**src/rtca_defines.svh**
```systemverilog
// Register offsets, field positions, reset values and bus constants of the alarm interrupt unit.
`ifndef RTCA_DEFINES_SVH
`define RTCA_DEFINES_SVH

// Register offsets.
`define RTCA_OFF_ALARM_MINUTE     8'h08
`define RTCA_OFF_ALARM_HOUR       8'h09
`define RTCA_OFF_ALARM_DAY        8'h0A
`define RTCA_OFF_EXT_CONFIG       8'h0D
`define RTCA_OFF_EVENT_FLAGS      8'h0E
`define RTCA_OFF_IRQ_CONTROL      8'h0F

// Field positions.
`define RTCA_BIT_FIELD_MASK       7
`define RTCA_BIT_WEEK_OR_DAY      6
`define RTCA_BIT_UPDATE_FLAG      5
`define RTCA_BIT_TIMER_FLAG       4
`define RTCA_BIT_ALARM_FLAG       3
`define RTCA_BIT_LOW_VOLT_FLAG    1
`define RTCA_BIT_VOLT_DROP_FLAG   0
`define RTCA_BIT_ALARM_IRQ_EN     3
`define RTCA_BIT_CTRL_RESET       0
`define RTCA_POS_COMP_SEL_LO      6

// Writable masks; zero bits are fixed zero.
`define RTCA_MASK_EVENT_FLAGS     8'h3B
`define RTCA_MASK_IRQ_CONTROL     8'hF9

// Reset values.
`define RTCA_RST_ALARM            8'h00
`define RTCA_RST_EXT_CONFIG       8'h00
`define RTCA_RST_EVENT_FLAGS      8'h00
`define RTCA_RST_IRQ_CONTROL      8'h40

// Compensation periods in milliseconds, selected by the interval field.
`define RTCA_COMP_PERIOD0_MS      500
`define RTCA_COMP_PERIOD1_MS      2000
`define RTCA_COMP_PERIOD2_MS      10000
`define RTCA_COMP_PERIOD3_MS      30000

// Serial bus constants.
`define RTCA_SLAVE_ADDR           7'h32
`define RTCA_BITS_PER_BYTE        4'h8
`define RTCA_READ_EMPTY           8'h00

`endif

```
**src/rtca_pkg.sv**
```systemverilog
// Types shared by the alarm interrupt unit modules.
package rtca_pkg;

  // Serial slave states, Gray coded along the usual path.
  typedef enum logic [2:0] {
    RTCA_IDLE     = 3'h0,
    RTCA_ADDR     = 3'h1,
    RTCA_ADDR_ACK = 3'h3,
    RTCA_RX_BYTE  = 3'h2,
    RTCA_RX_ACK   = 3'h6,
    RTCA_TX_BYTE  = 3'h7,
    RTCA_TX_ACK   = 3'h5
  } rtca_i2c_state_t;

  // Whole state of the top module.
  typedef struct packed {
    logic [2:0]      scl_sync;
    logic [2:0]      sda_sync;
    rtca_i2c_state_t st;
    logic [3:0]      cnt;
    logic [7:0]      shreg;
    logic [7:0]      txreg;
    logic [7:0]      ptr;
    logic            rw;
    logic            first;
    logic            nack;
    logic            sda_oe;
    logic [7:0]      alarm_minute;
    logic [7:0]      alarm_hour;
    logic [7:0]      alarm_day;
    logic [7:0]      ext_config;
    logic [7:0]      event_flags;
    logic [7:0]      irq_control;
    logic            irq_oe;
  } rtca_top_state_t;

  // Whole state of the matcher.
  typedef struct packed {
    logic event_pulse;
  } rtca_match_state_t;

endpackage

```
**src/rtca_alarm_match.sv**
```systemverilog
// Alarm comparator: checks masked alarm fields against the calendar at each minute rollover.
`include "rtca_defines.svh"

module rtca_alarm_match (
  // Clock and reset.
  input  wire logic       core_clk_i,
  input  wire logic       rstn_i,
  // Alarm settings.
  input  wire logic [7:0] alarm_minute_i,
  input  wire logic [7:0] alarm_hour_i,
  input  wire logic [7:0] alarm_day_i,
  input  wire logic       week_or_day_select_i,
  input  wire logic       hold_off_i,
  // Calendar.
  input  wire logic [6:0] cur_minute_i,
  input  wire logic [5:0] cur_hour_i,
  input  wire logic [6:0] cur_weekday_i,
  input  wire logic [5:0] cur_date_i,
  input  wire logic       minute_tick_i,
  // Result.
  output logic            event_o
);
  import rtca_pkg::*;

  rtca_match_state_t s;
  rtca_match_state_t next_s;
  logic              min_ok;
  logic              hour_ok;
  logic              day_ok;

  // A set mask bit removes its field from the match.
  always_comb begin
    min_ok  = alarm_minute_i[`RTCA_BIT_FIELD_MASK] || (alarm_minute_i[6:0] == cur_minute_i);
    hour_ok = alarm_hour_i[`RTCA_BIT_FIELD_MASK] || (alarm_hour_i[5:0] == cur_hour_i);
    if (alarm_day_i[`RTCA_BIT_FIELD_MASK]) begin
      day_ok = 1'b1;
    end else if (week_or_day_select_i) begin
      day_ok = (alarm_day_i[5:0] == cur_date_i);
    end else begin
      day_ok = |(alarm_day_i[6:0] & cur_weekday_i);
    end
  end

  // Only the rollover instant counts, so a setting equal to the present time waits for the next match.
  always_comb begin
    next_s             = s;
    next_s.event_pulse = minute_tick_i && !hold_off_i && min_ok && hour_ok && day_ok;
  end

  always_ff @(posedge core_clk_i or negedge rstn_i) begin
    if (!rstn_i) begin
      s <= '0;
    end else begin
      s <= next_s;
    end
  end

  assign event_o = s.event_pulse;
endmodule

```
**src/rtca_alarm_unit.sv**
```systemverilog
// Alarm interrupt unit top: serial register slave, alarm registers, flags and shared interrupt pin.
`include "rtca_defines.svh"

module rtca_alarm_unit (
  // Clock and reset.
  input  wire logic       core_clk_i,
  input  wire logic       rstn_i,
  // Serial bus pins; data is open drain.
  input  wire logic       scl_i,
  input  wire logic       sda_i,
  output logic            sda_o,
  output logic            sda_oe_o,
  // Calendar from the time counters.
  input  wire logic [6:0] cur_minute_i,
  input  wire logic [5:0] cur_hour_i,
  input  wire logic [6:0] cur_weekday_i,
  input  wire logic [5:0] cur_date_i,
  input  wire logic       minute_tick_i,
  // Events of the neighbouring sources.
  input  wire logic       update_event_i,
  input  wire logic       timer_event_i,
  input  wire logic       low_voltage_event_i,
  input  wire logic       volt_drop_event_i,
  input  wire logic       other_irq_low_i,
  // Interrupt pin, open drain.
  output logic            irq_o,
  output logic            irq_oe_o,
  // Configuration seen by the rest of the clock.
  output logic [7:0]      ext_config_o,
  output logic [1:0]      comp_interval_sel_o
);
  import rtca_pkg::*;

  rtca_top_state_t s;
  rtca_top_state_t next_s;
  logic            alarm_event;
  logic            scl_rise;
  logic            scl_fall;
  logic            start_cond;
  logic            stop_cond;
  logic            sda_now;
  logic            wr_en;
  logic [7:0]      wr_addr;
  logic [7:0]      wr_data;
  logic [7:0]      flag_set;
  logic [7:0]      flag_keep;

  // Register read decode; unmapped offsets read as zero.
  function automatic logic [7:0] rd_reg(input rtca_top_state_t st_in, input logic [7:0] addr);
    logic [7:0] v;
    v = `RTCA_READ_EMPTY;
    case (addr)
      `RTCA_OFF_ALARM_MINUTE: v = st_in.alarm_minute;
      `RTCA_OFF_ALARM_HOUR:   v = st_in.alarm_hour;
      `RTCA_OFF_ALARM_DAY:    v = st_in.alarm_day;
      `RTCA_OFF_EXT_CONFIG:   v = st_in.ext_config;
      `RTCA_OFF_EVENT_FLAGS:  v = st_in.event_flags & `RTCA_MASK_EVENT_FLAGS;
      `RTCA_OFF_IRQ_CONTROL:  v = st_in.irq_control & `RTCA_MASK_IRQ_CONTROL;
      default:                v = `RTCA_READ_EMPTY;
    endcase
    return v;
  endfunction

  rtca_alarm_match u_match (
    .core_clk_i           (core_clk_i),
    .rstn_i               (rstn_i),
    .alarm_minute_i       (s.alarm_minute),
    .alarm_hour_i         (s.alarm_hour),
    .alarm_day_i          (s.alarm_day),
    .week_or_day_select_i (s.ext_config[`RTCA_BIT_WEEK_OR_DAY]),
    .hold_off_i           (s.irq_control[`RTCA_BIT_CTRL_RESET]),
    .cur_minute_i         (cur_minute_i),
    .cur_hour_i           (cur_hour_i),
    .cur_weekday_i        (cur_weekday_i),
    .cur_date_i           (cur_date_i),
    .minute_tick_i        (minute_tick_i),
    .event_o              (alarm_event)
  );

  // Pin edges come from the second and third sync stages; the first stage feeds only the second.
  assign scl_rise   = s.scl_sync[1] && !s.scl_sync[2];
  assign scl_fall   = !s.scl_sync[1] && s.scl_sync[2];
  assign sda_now    = s.sda_sync[1];
  assign start_cond = s.scl_sync[1] && s.scl_sync[2] && !s.sda_sync[1] && s.sda_sync[2];
  assign stop_cond  = s.scl_sync[1] && s.scl_sync[2] && s.sda_sync[1] && !s.sda_sync[2];

  // Flag sources; the hardware set always wins over a clearing write in the same cycle.
  always_comb begin
    flag_set                            = 8'h00;
    flag_set[`RTCA_BIT_ALARM_FLAG]      = alarm_event;
    flag_set[`RTCA_BIT_UPDATE_FLAG]     = update_event_i;
    flag_set[`RTCA_BIT_TIMER_FLAG]      = timer_event_i;
    flag_set[`RTCA_BIT_LOW_VOLT_FLAG]   = low_voltage_event_i;
    flag_set[`RTCA_BIT_VOLT_DROP_FLAG]  = volt_drop_event_i;
  end

  // Serial slave: one bit per clock pulse, auto-incrementing register pointer.
  always_comb begin
    next_s          = s;
    wr_en           = 1'b0;
    wr_addr         = s.ptr;
    wr_data         = s.shreg;
    next_s.scl_sync = {s.scl_sync[1:0], scl_i};
    next_s.sda_sync = {s.sda_sync[1:0], sda_i};
    if (stop_cond) begin
      next_s.st     = RTCA_IDLE;
      next_s.sda_oe = 1'b0;
    end else if (start_cond) begin
      next_s.st     = RTCA_ADDR;
      next_s.cnt    = 4'h0;
      next_s.sda_oe = 1'b0;
    end else begin
      case (s.st)
        RTCA_IDLE: begin
          next_s.sda_oe = 1'b0;
        end
        RTCA_ADDR: begin
          if (scl_rise) begin
            next_s.shreg = {s.shreg[6:0], sda_now};
            next_s.cnt   = s.cnt + 4'h1;
          end else if (scl_fall && s.cnt == `RTCA_BITS_PER_BYTE) begin
            next_s.cnt = 4'h0;
            if (s.shreg[7:1] == `RTCA_SLAVE_ADDR) begin
              next_s.st     = RTCA_ADDR_ACK;
              next_s.rw     = s.shreg[0];
              next_s.sda_oe = 1'b1;
            end else begin
              next_s.st = RTCA_IDLE;
            end
          end
        end
        RTCA_ADDR_ACK: begin
          if (scl_fall) begin
            next_s.cnt = 4'h0;
            if (s.rw) begin
              next_s.txreg  = rd_reg(s, s.ptr);
              next_s.sda_oe = !next_s.txreg[7];
              next_s.st     = RTCA_TX_BYTE;
            end else begin
              next_s.sda_oe = 1'b0;
              next_s.first  = 1'b1;
              next_s.st     = RTCA_RX_BYTE;
            end
          end
        end
        RTCA_RX_BYTE: begin
          if (scl_rise) begin
            next_s.shreg = {s.shreg[6:0], sda_now};
            next_s.cnt   = s.cnt + 4'h1;
          end else if (scl_fall && s.cnt == `RTCA_BITS_PER_BYTE) begin
            next_s.st     = RTCA_RX_ACK;
            next_s.sda_oe = 1'b1;
            next_s.first  = 1'b0;
            if (s.first) begin
              next_s.ptr = s.shreg;
            end else begin
              wr_en      = 1'b1;
              next_s.ptr = s.ptr + 8'h01;
            end
          end
        end
        RTCA_RX_ACK: begin
          if (scl_fall) begin
            next_s.sda_oe = 1'b0;
            next_s.cnt    = 4'h0;
            next_s.st     = RTCA_RX_BYTE;
          end
        end
        RTCA_TX_BYTE: begin
          if (scl_fall) begin
            if (s.cnt == 4'h7) begin
              next_s.sda_oe = 1'b0;
              next_s.ptr    = s.ptr + 8'h01;
              next_s.st     = RTCA_TX_ACK;
            end else begin
              next_s.cnt    = s.cnt + 4'h1;
              next_s.txreg  = {s.txreg[6:0], 1'b0};
              next_s.sda_oe = !s.txreg[6];
            end
          end
        end
        RTCA_TX_ACK: begin
          if (scl_rise) begin
            next_s.nack = sda_now;
          end else if (scl_fall) begin
            next_s.cnt = 4'h0;
            if (s.nack) begin
              next_s.st = RTCA_IDLE;
            end else begin
              next_s.txreg  = rd_reg(s, s.ptr);
              next_s.sda_oe = !next_s.txreg[7];
              next_s.st     = RTCA_TX_BYTE;
            end
          end
        end
        default: begin
          next_s.st     = RTCA_IDLE;
          next_s.sda_oe = 1'b0;
        end
      endcase
    end

    // Register writes; fixed-zero bits are masked off.
    flag_keep = 8'hFF;
    if (wr_en) begin
      case (wr_addr)
        `RTCA_OFF_ALARM_MINUTE: next_s.alarm_minute = wr_data;
        `RTCA_OFF_ALARM_HOUR:   next_s.alarm_hour   = wr_data;
        `RTCA_OFF_ALARM_DAY:    next_s.alarm_day    = wr_data;
        `RTCA_OFF_EXT_CONFIG:   next_s.ext_config   = wr_data;
        `RTCA_OFF_EVENT_FLAGS:  flag_keep           = wr_data | ~`RTCA_MASK_EVENT_FLAGS;
        `RTCA_OFF_IRQ_CONTROL:  next_s.irq_control  = wr_data & `RTCA_MASK_IRQ_CONTROL;
        default:                flag_keep           = 8'hFF;
      endcase
    end
    // Writing 0 clears a flag, writing 1 leaves it; a new event in the same cycle still sets it.
    next_s.event_flags = ((s.event_flags & flag_keep) | flag_set) & `RTCA_MASK_EVENT_FLAGS;

    // The alarm pulls the pin only while flag and enable are both set, so clearing either releases it
    // on the next edge and nothing times out; other sources share the wired low.
    next_s.irq_oe = (next_s.event_flags[`RTCA_BIT_ALARM_FLAG]
                     && next_s.irq_control[`RTCA_BIT_ALARM_IRQ_EN])
                    || other_irq_low_i;
  end

  // Single state register; the control reset value loads the two-second compensation period.
  always_ff @(posedge core_clk_i or negedge rstn_i) begin
    if (!rstn_i) begin
      s              <= '0;
      s.scl_sync     <= 3'h7;
      s.sda_sync     <= 3'h7;
      s.st           <= RTCA_IDLE;
      s.alarm_minute <= `RTCA_RST_ALARM;
      s.alarm_hour   <= `RTCA_RST_ALARM;
      s.alarm_day    <= `RTCA_RST_ALARM;
      s.ext_config   <= `RTCA_RST_EXT_CONFIG;
      s.event_flags  <= `RTCA_RST_EVENT_FLAGS;
      s.irq_control  <= `RTCA_RST_IRQ_CONTROL;
    end else begin
      s <= next_s;
    end
  end

  // Open-drain pins only ever drive low.
  assign sda_o               = 1'b0;
  assign sda_oe_o            = s.sda_oe;
  assign irq_o               = 1'b0;
  assign irq_oe_o            = s.irq_oe;
  assign ext_config_o        = s.ext_config;
  assign comp_interval_sel_o = s.irq_control[7:`RTCA_POS_COMP_SEL_LO];
endmodule

```
**config.mk**
```make
export PLATFORM = sky130hd
export DESIGN_NAME = rtca_alarm_unit
export DESIGN_NICKNAME = d
export VERILOG_FILES = /design/src/rtca_pkg.sv /design/src/rtca_alarm_match.sv /design/src/rtca_alarm_unit.sv
export VERILOG_INCLUDE_DIRS = /design/src
export SDC_FILE = /design/constraint.sdc
export NUM_CORES = 1
export LEC_CHECK = 0
export ABC_CLOCK_PERIOD_IN_PS = 2800
export BUFFER_PORTS_ARGS = -buffer_cell sky130_fd_sc_hd__buf_2
export CORE_MARGIN = 3
export CORE_UTILIZATION = 30
export CTS_CLUSTER_DIAMETER = 50
export DETAILED_ROUTE_END_ITERATION = 6
export SLEW_MARGIN = 10
export SYNTH_ARGS = -nofsm -noshare
export SYNTH_HDL_FRONTEND = slang
export SYNTH_SLANG_ARGS = --single-unit
```
**constraint.sdc**
```tcl
create_clock -name core_clk_i -period 2.8 [get_ports core_clk_i]
set_input_delay 0.14 -clock core_clk_i [delete_from_list [all_inputs] [get_ports core_clk_i]]
set_output_delay 0.14 -clock core_clk_i [all_outputs]
set_load 0.1 [all_outputs]
```
# [Yosys cells after proc, flatten, opt, wreduce, memory -nomap -nowiden]
# Cells that the tools add are included.
[totals] ff_bits=85 latch_bits=0 mem_bits_rw=0 romBits=0 output_inout_bits=14 n_memories=0
[op_classes] add_sub_neg=2 n_mul=0 n_div=0 magnitude_cmp=0 n_eq_ne=52 shift=0 muxes=80 bitwise_logic=6 reduce_logical=45
[op_table] operator="2-to-1 mux 8 bit" count=16
[op_table] operator="2-to-1 mux 7 bit" count=13
[op_table] operator="!= test 4 bit, second input constant" count=13
[op_table] operator="equality test 8 x 4 -> 1 bit, second input constant" count=6
[op_table] operator="one-hot mux 8 bit (6 select lines)" count=1
[op_table] operator="one-hot mux 8 bit (2 select lines)" count=2
[op_table] operator="2-to-1 mux 1 bit" count=27
[op_table] operator="!= test 2 bit, second input constant" count=13
[op_table] operator="!= test 3 bit, second input constant" count=8
[op_table] operator="one-hot mux 4 bit (6 select lines)" count=1
[op_table] operator="AND reduction 11 bit" count=2
[op_table] operator="2-to-1 mux 3 bit" count=7
[op_table] operator="one-hot mux 3 bit (7 select lines)" count=1
[op_table] operator="one-hot mux 7 bit (3 select lines)" count=1
[op_table] operator="AND reduction 10 bit" count=2
[op_table] operator="2-to-1 mux 4 bit" count=4
[op_table] operator="2-to-1 mux 15 bit" count=1
[op_table] operator="AND reduction 7 bit" count=2
[op_table] operator="logical AND 1 bit" count=13
[op_table] operator="equality test 6 bit" count=2
[op_table] operator="2-to-1 mux 12 bit" count=1
[op_table] operator="2-to-1 mux 6 bit" count=2
[op_table] operator="AND reduction 2 bit" count=5
[op_table] operator="equality test 3 bit, second input constant" count=3
[op_table] operator="25 further kinds" count=39

# [Longest topological paths before layout]
# Gate-level depths: netlist (run 1).
[logic_depth] word_depth=15 ltp_mapped=8

# [Modules after synthesis]
# Synthesis (run 1) repeated with hierarchy kept, for this count alone.
[hier_totals] cells_unflattened=443 hier_area_um2=4654.5
[modules_own_cells] mod="rtca_alarm_unit" instances=1 cells_per_inst=409 area_per_inst_um2=4354.2 seq_area_each_um2=2110.8
[modules_own_cells] mod="rtca_alarm_match" instances=1 cells_per_inst=34 area_per_inst_um2=300.3 seq_area_each_um2=25.0

# [Worst setup path before layout (run 1)]
# No wires, ideal clock.
[synth_path] kind="register -> register" from="register s[89] in the netlist's numbering" to="register s[34] in the netlist's numbering" setup_time_ns=0.128 arrival_time_ns=2.098 slack_ns=0.575 stages_incl_launch_ff=7 path_cell_list="dfstp_2 -> nand2b_1 -> buf_2 -> or4_4 -> nor3_4 -> nand2_4 -> mux2_1"
[synth_between] elab_chain_cells=8 word_cells_on_any_way=15 classes_between="mux (5); reduce/logical (10)"
[synth_rtl] element="from (decl)" line="rtca_alarm_unit.sv:34" rtl="rtca_top_state_t s;"
[synth_rtl] element="from (signal assigned)" line="rtca_alarm_unit.sv:240" rtl="s <= next_s;"
[synth_rtl] element="logical AND 1 bit" line="rtca_alarm_unit.sv:82" rtl="assign scl_fall = !s.scl_sync[1] && s.scl_sync[2];"
[synth_rtl] element="logical AND 1 bit (no line)"
[synth_rtl] element="2-to-1 mux 1 bit" line="rtca_alarm_unit.sv:150" rtl="end else if (scl_fall && s.cnt == `RTCA_BITS_PER_BYTE) begin"
[synth_rtl] element="2-to-1 mux 1 bit" line="rtca_alarm_unit.sv:147" rtl="if (scl_rise) begin"
[synth_rtl] element="2-to-1 mux 1 bit" line="rtca_alarm_unit.sv:113" rtl="case (s.st)"
[synth_rtl] element="2-to-1 mux 1 bit" line="rtca_alarm_unit.sv:108" rtl="end else if (start_cond) begin"
[synth_rtl] element="2-to-1 mux 1 bit *" line="rtca_alarm_unit.sv:105" rtl="if (stop_cond) begin"
[synth_rtl] element="AND reduction 2 bit (no line) *"
# Mark *: on every way between the ends. The rest lies on a longest branch, timed or not.
# A chain may end at the register's enable or synchronous reset.

# [Worst setup path in the final report (run 1)]
[layout_path] from="register s[77] in the netlist's numbering" to="register s[34] in the netlist's numbering"
[layout_between] elab_chain_cells=8
[layout_rtl] element="equality test 4 bit (no line)"
[layout_rtl] element="logical AND 1 bit (no line)"
[layout_rtl] element="2-to-1 mux 1 bit" line="rtca_alarm_unit.sv:150"
[layout_rtl] element="2-to-1 mux 1 bit" line="rtca_alarm_unit.sv:147"
[layout_rtl] element="2-to-1 mux 1 bit" line="rtca_alarm_unit.sv:113"
[layout_rtl] element="2-to-1 mux 1 bit" line="rtca_alarm_unit.sv:108"
[layout_rtl] element="2-to-1 mux 1 bit" line="rtca_alarm_unit.sv:105"
[layout_rtl] element="AND reduction 2 bit (no line)"
# No other way between the ends.

==> impl_metrics.py, run 1 <==
metrics = {
    "clock_network": {
        "clk_latency_ns": 0.35,
        "cts_inserted_buffers": 9,
        "ctsRootBufferMaster": "clkbuf_16",
        "cts.reportedPaths.clkPinSlew_ns": 0.07,
        "h-tree-depth": 3,
        "cts_buffer_depth": 2,
        "cts_tree": "done",
        "cts_sinks": 85,
        "postCtsSetupRepairBufs": 0,
    },
    "yosys": {
        "synthCells": 443,
        "async_flop_share_pct": 100,
        "synth_edf_count": 0,
        "synth_top_flop_cell": "dfrtp_1",
        "syn_avg_cell_area_um2": 10.6,
        "ys_warn_count": 0,
        "yosys.cell_types.count": 63,
        "ys_ff_latch": 85,
        "netlist_area_um2": 4690,
        "seq_area_frac_synth_pct": 45.6,
    },
    "worst_setup_path": {
        "start_kind": "flip-flop",
        "rr_worst_depth": 7,
        "cp_slowest_stage_delay_ns": 0.63,
        "path_max_fanout": 8,
        "r2r_end": "s[34]$_DFFE_PN0P_",
        "cpMaxStageDelayCell": "or4_4",
        "endpoint_kind": "flip-flop",
        "cp_cell_sequence": "inv_1 > ha_1 > nand3b_1 > or4_4 > nor3_4 > nand2_4 > mux2_1",
        "criticalPathCategory": "flip-flop to flip-flop",
        "reg2reg_slack_ns": 0.35,
        "reg2reg_from": "s[77]$_DFFE_PN0P_",
        "arrival_ns": 2.68,
        "worst_ep_required_time_ns": 3.02,
    },
    "routing": {
        "wire_per_inst_um": 18.3,
        "drt_iter0_drc": 367,
        "routed-via-count": 3740,
        "drt-total-wl_um": 12700,
        "vias_per_cell": 5.38,
        "antenna_left": 0,
        "drtPass1Iterations": 5,
        "drc": 0,
    },
    "sta": {
        "post-route-period-util_pct": 87.6,
        "rsz0062_at_grt": "no",
        "final-hold-violation-count": 3,
        "tightestPinTransition_ns": 1.08,
        "fin_tns_setup_ns": 0,
        "fin_crit_ns": 2.45,
        "finClkSkew_ns": 0.00920,
        "setup-violations-final": 0,
        "slew_headroom_pct": 27.7,
        "fmax_mhz": 408,
        "whs_ns": -0.0261,
        "slew_viol_final": 0,
    },
    "global_route": {
        "grt_pass1_vias": 3655,
        "grt.total_usage_pct": 15.2,
        "grt_start_max_net_pins": 86,
        "antenna_found_initial": 0,
        "overflow": 0,
        "grt_pass1_wl_um": 20100,
    },
    "floorplanning": {
        "io_pins": 50,
        "chipHeight_um": 131,
        "core_um2": 15300,
        "initial_core_util_pct": 30.7,
        "die_width_um": 131,
        "num_rows": 45,
        "design.die.area_um2": 17200,
    },
    "power_and_ir_drop": {
        "vdd_drop_max_mv": 0.329,
        "powerDensity_nw_per_um2": 516,
        "leakagePower_nw": 2.38,
    },
    "final_layout": {
        "fin_cells": 695,
        "n_antenna_cell": 0,
        "area_growth_pct": 15.5,
        "drive_gt1_share_pct": 29.3,
        "layout.nets": 521,
    },
    "placement": {
        "dp_hpwl_um": 9070,
        "gp_congestion": 0.842,
        "port_buffers": 47,
        "dp_cells": 676,
    },
    "run_status": {
        "status": "finished with violations",
        "violations": "negative hold slack",
    },
    "worst_hold_path": {
        "hp-class": "primary input to async pin",
    },
    "job": {
        "cap_violations": 0,
    },
}
-- layer usage --
metal | share of wire [%] | routed length (µm) | GRT usage (%)
met2 | 47 | 5920 | 23.8
met3 | 6.7 | 853 | 3.41
met5 | 0 | 0 | 0
met4 | 1.9 | 238 | 5.02
met1 | 45 | 5680 | 20.9
-- worst max-delay path by stage --
| stage | start | endpoint | slack, ns |
|---|---|---|---|
| finish | s[77]$_DFFE_PN0P_ | s[34]$_DFFE_PN0P_ | 0.35 |
| global route | wr_addr[0]$_DFFE_PN0P_ | s[67]$_DFFE_PN0P_ | 0.18 |
| CTS | s[77]$_DFFE_PN0P_ | s[34]$_DFFE_PN0P_ | 0.35 |
| detailed placement | s[77]$_DFFE_PN0P_ | s[34]$_DFFE_PN0P_ | 0.37 |
| global placement | s[77]$_DFFE_PN0P_ | s[46]$_DFFE_PN0P_ | 0.44 |
| floorplan | s[89]$_DFF_PN1_ | s[34]$_DFFE_PN0P_ | 0.57 |
-- synthesized netlist by cell type (8+ instances only) --
cell type / number / area share [%]
nand3_1: 12 / 1.3
buf_2: 8 / 0.85
xnor2_1: 9 / 1.7
a221oi_1: 8 / 1.5
a21oi_1: 21 / 2.2
mux2_2: 49 / 12
o21ai_0: 27 / 2.9
nor2_1: 20 / 1.6
nand2_1: 20 / 1.6
xor2_1: 12 / 2.2
a22oi_1: 8 / 1.3
nand2b_1: 8 / 1.1
clkbuf_1: 14 / 1.1
dfrtp_1: 78 / 42
inv_1: 12 / 0.96
buf_4: 12 / 1.9
-- cell usage in the layout, fill, tap and decap left out, drive strengths merged, types with 5 or more instances in the layout --
master,Yosys,layout
inv,12,13
clkbuf,14,11
nor4,5,5
nor3,8,8
o21ai,30,30
nor2,21,21
dfstp,7,7
a221oi,8,8
a222oi,7,7
mux2,52,52
xnor2,9,9
nand2b,8,8
or2,5,5
dfrtp,78,78
a2bb2oi,5,5
a22oi,8,8
nand3,12,12
buf,21,56
nand2,23,23
xor2,12,12
a21oi,21,21
o211ai,7,7
a31oi,7,7
ha,6,6
-- layout make-up --
cell class / count / area, µm²
inverter: 12 / 45.0
sequential: 85 / 2140
timing repair buffer: 59 / 335
clock buffer: 11 / 253
clock inverter: 5 / 57.6
multi-input combinational: 312 / 2320
fill: 1518 / 9840
tap: 211 / 264
-- flip-flops by register name, indices dropped and copies added, names as in the netlist --
name,flops
s,52
ext_config_o,8
wr_addr,8
wr_data,8
next_s,4
comp_interval_sel_o,2
irq_oe_o,1
sda_oe_o,1
u_match.event_o,1
-- where the power goes --
group	total (mW)	switching (mW)	internal [mW]
clock network	1.23	0.492	0.741
registers	1.32	0.0596	1.26
logic	0.236	0.149	0.0873
total	2.79	0.701	2.09
-- worst max-delay path, delay by kind of cell, from the launching register on --
kind | cells | cell delay (ns)
adders and majority gates | 1 | 0.15
buffers and inverters | 1 | 0.11
DFF | 1 | 0.40
muxes | 1 | 0.33
and+or+nand+nor | 4 | 1.33
-- cell families after synthesis --
logic type | share of synthesized area (%)
compound gates | 17.7
xor+xnor | 3.92
fa+ha+maj | 1.60
buf+inv | 4.94
flops | 45.6
mux | 12.9
other cells | 0.0800
simple gates | 13.4
-- metrics by stage --
stage	worst slack, ns	util (%)	hold WS (ns)	power, mW	instance area (µm²)
final	0.347	35.5	-0.0261	2.79	5420
after global routing	0.183	35.5	0.0171	2.90	5420
after CTS	0.349	35.5	0.000285	2.82	5420
after detailed placement	0.374	33.3	0.249	1.58	5070
after global placement	0.437	33.3	0.247	1.57	5070
after floorplan	0.575	-	-0.156	1.47	4690
-- what timing repair did --
item | in CTS | in global routing
hold endpoints to repair | 3 | 0
setup endpoints to repair | 0 | 0
hold buffers | 3 | 0
gates resized for setup | 0 | 0
(Power assumes the default switching activity.)
==> run 2, diff against run 1 <==
BUFFER_PORTS_ARGS = unset   (was -buffer_cell sky130_fd_sc_hd__buf_2)
DONT_BUFFER_PORTS = 1   (was unset)
==> impl_metrics.py, run 2 (synthesis gave the netlist of run 1 again) <==
metrics = {
    "sta": {
        "fmax_mhz": 412,
        "fin_tns_setup_ns": 0,
        "slew_viol_final": 0,
        "tightestPinTransition_ns": 1.03,
        "post-route-period-util_pct": 86.7,
        "final-hold-violation-count": 0,
        "rsz0062_at_grt": "no",
        "setup-violations-final": 0,
        "finClkSkew_ns": 0.00460,
        "slew_headroom_pct": 31.2,
        "fin_crit_ns": 2.43,
        "whs_ns": 0.297,
    },
    "placement": {
        "postPlaceCellArea_um2": 4900,
        "dp_hpwl_um": 8830,
        "gp_congestion": 0.904,
        "port_buffers": 0,
    },
    "floorplanning": {
        "design.die.area_um2": 17200,
        "io_pins": 50,
        "die_width_um": 131,
        "num_rows": 45,
        "chipHeight_um": 131,
        "core_um2": 15300,
        "initial_core_util_pct": 30.7,
    },
    "final_layout": {
        "drive_gt1_share_pct": 22.8,
        "layout_common_cells": "dfrtp_1, mux2_2, o21ai_0",
        "stdcell_area_um2": 5310,
        "layout_commonest_cell": "dfrtp_1",
        "area_growth_pct": 13.3,
        "layout.nets": 489,
        "regMostFlops": "s",
        "largest_reg_flops": 52,
        "n_antenna_cell": 0,
    },
    "global_route": {
        "grt_pass1_wl_um": 19800,
        "grt_pass1_vias": 3601,
        "antenna_found_initial": 0,
        "overflow": 0,
        "grt_start_max_net_pins": 86,
        "grt.total_usage_pct": 15.0,
    },
    "routing": {
        "routed-via-count": 3640,
        "drt-total-wl_um": 12400,
        "vias_per_cell": 5.50,
        "antenna_left": 0,
        "drc": 0,
        "wire_per_inst_um": 18.7,
        "drt_iter0_drc": 251,
        "drtPass1Iterations": 7,
    },
    "worst_setup_path": {
        "crit_path_start": "s[77]$_DFFE_PN0P_",
        "start_kind": "flip-flop",
        "worst_ep_required_time_ns": 3.03,
        "reg2reg_from": "s[77]$_DFFE_PN0P_",
        "criticalPathCategory": "flip-flop to flip-flop",
        "arrival_ns": 2.66,
        "path_max_fanout": 8,
        "endpoint_kind": "flip-flop",
    },
    "power_and_ir_drop": {
        "powerDensity_nw_per_um2": 517,
        "leakagePower_nw": 2.24,
        "vdd_drop_max_mv": 0.293,
    },
    "clock_network": {
        "ctsRootBufferMaster": "clkbuf_16",
        "cts_hold_buffers": 10,
        "cts_sinks": 85,
        "cts_buffer_depth": 2,
        "cts_tree": "done",
        "cts_resized": 0,
        "cts.reportedPaths.clkPinSlew_ns": 0.06,
        "clk_latency_ns": 0.34,
        "postCtsSetupRepairBufs": 0,
        "h-tree-depth": 3,
        "cts_inserted_buffers": 9,
    },
    "worst_hold_path": {
        "hp-class": "primary input to flip-flop",
        "min-delay-start": "cur_minute_i[1]",
    },
    "run_status": {
        "status": "completed",
    },
    "job": {
        "cap_violations": 0,
    },
}
## run 2: cell count changes in the layout (fill, tap and decap cells not counted), sizes merged
cell / previous run / this run
dlygate4sd3: 3 / 9
inv: 13 / 14
buf: 56 / 18
clkbuf: 11 / 9
clkinv: 3 / 2
clkinvlp: 0 / 1
## run 2: cell type report
class                   count  area, µm²
fillers                  1525       9950
multi-input cells         312       2320
flip-flops and latches     85       2140
well taps                 211        264
repair buffers             27        245
clock buffers               9        225
clock inverters             6       71.3
inverters                  12       45.0
## run 2: stage by stage
stage / util (%) / worst slack, ns / std cells / power, mW
finish: 34.8 / 0.374 / 662 / 2.75
global route: 34.8 / 0.194 / 662 / 2.85
CTS: 34.8 / 0.375 / 662 / 2.77
detailed placement: 32.1 / 0.385 / 637 / 1.52
global placement: 32.1 / 0.445 / 637 / 1.52
floorplan: - / 0.575 / 444 / 1.47
## run 2: final timing paths
path	endpoint	slack, ns	depth (start not counted)
worst max register to register	s[30]$_DFFE_PN0P_	0.37	7
min in group asynchronous	s[78]$_DFFE_PN0P_	0.36	2
worst min register to register	next_s[86]$_DFF_PN1_	0.35	0
max in group asynchronous	comp_interval_sel_o[0]$_DFFE_PN1P_	2.07	2
worst max-delay path	s[30]$_DFFE_PN0P_	0.37	7
worst min-delay path	u_match.event_o$_DFF_PN0_	0.30	4
## run 2: where the power goes
group          switching, mW  internal (mW)  total [mW]
combinational          0.113         0.0771       0.190
sequential            0.0860           1.26        1.35
clock                  0.512          0.695        1.21
## run 2: metal layers
layer	GRT usage, %	routed length [µm]
met2	22.9	5600
met5	0	0
met4	4.84	260
met3	3.86	857
met1	20.9	5660
## run 2: critical path, stage by stage (launching register included)
cell	delay, ns
dfrtp_1	0.40
inv_1	0.10
ha_1	0.14
nand3b_1	0.19
or4_4	0.63
nor3_4	0.36
nand2_4	0.15
mux2_4	0.33
==> run 3, diff against run 2 <==
PLACE_DENSITY = 0.55   (was unset)
==> impl_metrics.py, run 3 (synthesis gave the netlist of run 1 again) <==
metrics = {
    "routing": {
        "wire_per_inst_um": 19.0,
        "vias_per_cell": 5.47,
        "routed-via-count": 3656,
        "drtPass1Iterations": 6,
        "drc": 0,
        "antenna_left": 0,
        "drt_iter0_drc": 252,
        "drt-total-wl_um": 12700,
    },
    "floorplanning": {
        "io_pins": 50,
        "chipHeight_um": 131,
        "initial_core_util_pct": 30.7,
        "num_rows": 45,
        "die_width_um": 131,
        "design.die.area_um2": 17200,
        "core_um2": 15300,
    },
    "final_layout": {
        "largest_reg_flops": 52,
        "regMostFlops": "s",
        "layout.nets": 494,
        "drive_gt1_share_pct": 23.6,
        "layout_common_cells": "dfrtp_1, mux2_2, o21ai_0",
        "area_growth_pct": 13.8,
        "fin_cells": 668,
        "n_antenna_cell": 0,
        "layout_commonest_cell": "dfrtp_1",
    },
    "clock_network": {
        "cts_inserted_buffers": 9,
        "h-tree-depth": 3,
        "cts_sinks": 85,
        "ctsRootBufferMaster": "clkbuf_16",
        "postCtsSetupRepairBufs": 0,
        "cts_resized": 0,
        "cts_tree": "done",
        "clk_latency_ns": 0.35,
        "cts.reportedPaths.clkPinSlew_ns": 0.07,
        "cts_buffer_depth": 2,
        "cts_hold_buffers": 10,
    },
    "power_and_ir_drop": {
        "power_mw": 2.70,
        "leakagePower_nw": 2.26,
        "vdd_drop_max_mv": 0.304,
        "powerDensity_nw_per_um2": 506,
    },
    "sta": {
        "fin_tns_setup_ns": 0,
        "tightestPinTransition_ns": 1.02,
        "slew_headroom_pct": 32.1,
        "final-hold-violation-count": 0,
        "rsz0062_at_grt": "no",
        "slew_viol_final": 0,
        "setup-violations-final": 0,
        "whs_ns": 0.287,
        "fin_crit_ns": 2.42,
        "finClkSkew_ns": 0.0127,
        "fmax_mhz": 413,
        "post-route-period-util_pct": 86.5,
        "setup_ws_ns": 0.379,
    },
    "placement": {
        "dp_cells": 642,
        "gp_congestion": 0.900,
        "pre_cts_ws_ns": 0.403,
        "port_buffers": 0,
        "dp_hpwl_um": 8920,
    },
    "worst_setup_path": {
        "criticalPathCategory": "flip-flop to flip-flop",
        "path_max_fanout": 10,
        "r2r_end": "s[67]$_DFFE_PN0P_",
        "endpoint_kind": "flip-flop",
        "start_kind": "flip-flop",
        "cpMaxStageDelayCell": "o311ai_0",
        "crit_top_cell": "mux2_2",
        "rr_worst_depth": 6,
        "cp_cell_sequence": "inv_1 > ha_1 > mux2_2 > o311ai_0 > o21ai_0 > mux2_2",
        "reg2reg_slack_ns": 0.38,
        "reg2reg_from": "wr_addr[0]$_DFFE_PN0P_",
        "worst_ep_required_time_ns": 3.04,
        "cp_slowest_stage_delay_ns": 0.60,
        "arrival_ns": 2.66,
    },
    "worst_hold_path": {
        "min_to": "u_match.event_o$_DFF_PN0_",
        "min-delay-start": "cur_minute_i[0]",
        "hp-class": "primary input to flip-flop",
        "hold_depth": 5,
    },
    "run_status": {
        "status": "completed",
    },
    "global_route": {
        "grt_start_max_net_pins": 86,
        "antenna_found_initial": 0,
        "overflow": 0,
        "grt_pass1_vias": 3731,
        "grt.total_usage_pct": 15.7,
        "grt_pass1_wl_um": 20500,
    },
    "job": {
        "cap_violations": 0,
    },
}
[run 3: cell types whose count changed in the layout (fill, tap and decap cells not counted), sizes merged]
cell / delta
buf: +5
inv: +2
bufinv: -1
clkbuf: +1
clkinv: -1
[run 3: cell type report]
class / count / area (µm²)
tap: 211 / 264
multi-input combinational: 312 / 2320
clock inverter: 6 / 53.8
sequential: 85 / 2140
timing repair buffer: 32 / 283
fill: 1534 / 9920
inverter: 12 / 45.0
clock buffer: 10 / 229
[run 3: layer usage]
metal	vias up	part of all wire (%)	routed length, µm	global-route usage, %
met3	36	4.8	614	2.89
met5	-	0	0	0
li1	1667	-	-	-
met1	1840	45	5730	21.5
met4	0	4.3	543	8.59
met2	113	46	5830	23.3
[run 3: worst max-delay path by stage]
stage                                      start           endpoint  slack, ns  depth (start not counted)
after floorplan                  s[89]$_DFF_PN1_  s[34]$_DFFE_PN0P_       0.57                          6
after global placement         s[77]$_DFFE_PN0P_  s[34]$_DFFE_PN0P_       0.43                          7
after detailed placement       s[77]$_DFFE_PN0P_  s[34]$_DFFE_PN0P_       0.40                          7
after CTS                      s[77]$_DFFE_PN0P_  s[34]$_DFFE_PN0P_       0.39                          7
after global routing      wr_addr[0]$_DFFE_PN0P_  s[67]$_DFFE_PN0P_       0.20                          6
final                     wr_addr[0]$_DFFE_PN0P_  s[67]$_DFFE_PN0P_       0.38                          6
[run 3: report_power, final]
group          leakage [nW]  switching [mW]  internal, mW
Clock                 0.136           0.537         0.619
Sequential             1.14          0.0841          1.26
Combinational         0.987           0.116        0.0785
Total                  2.26           0.737          1.96
[run 3: stage by stage]
step           instance area (µm²)  utilization [%]
6_report                      5340             35.0
3_5_place_dp                  4930             32.3
3_3_place_gp                  4930             32.3
5_1_grt                       5340             35.0
2_1_floorplan                 4690                -
4_1_cts                       5340             35.0
[run 3: critical path: cells and delay by family, from the launching register on]
kind            cells  cell delay (ns)
compound gates      2             0.80
fa+ha+maj           1             0.35
buf+inv             1             0.11
mux                 2             0.60
flops               1             0.44
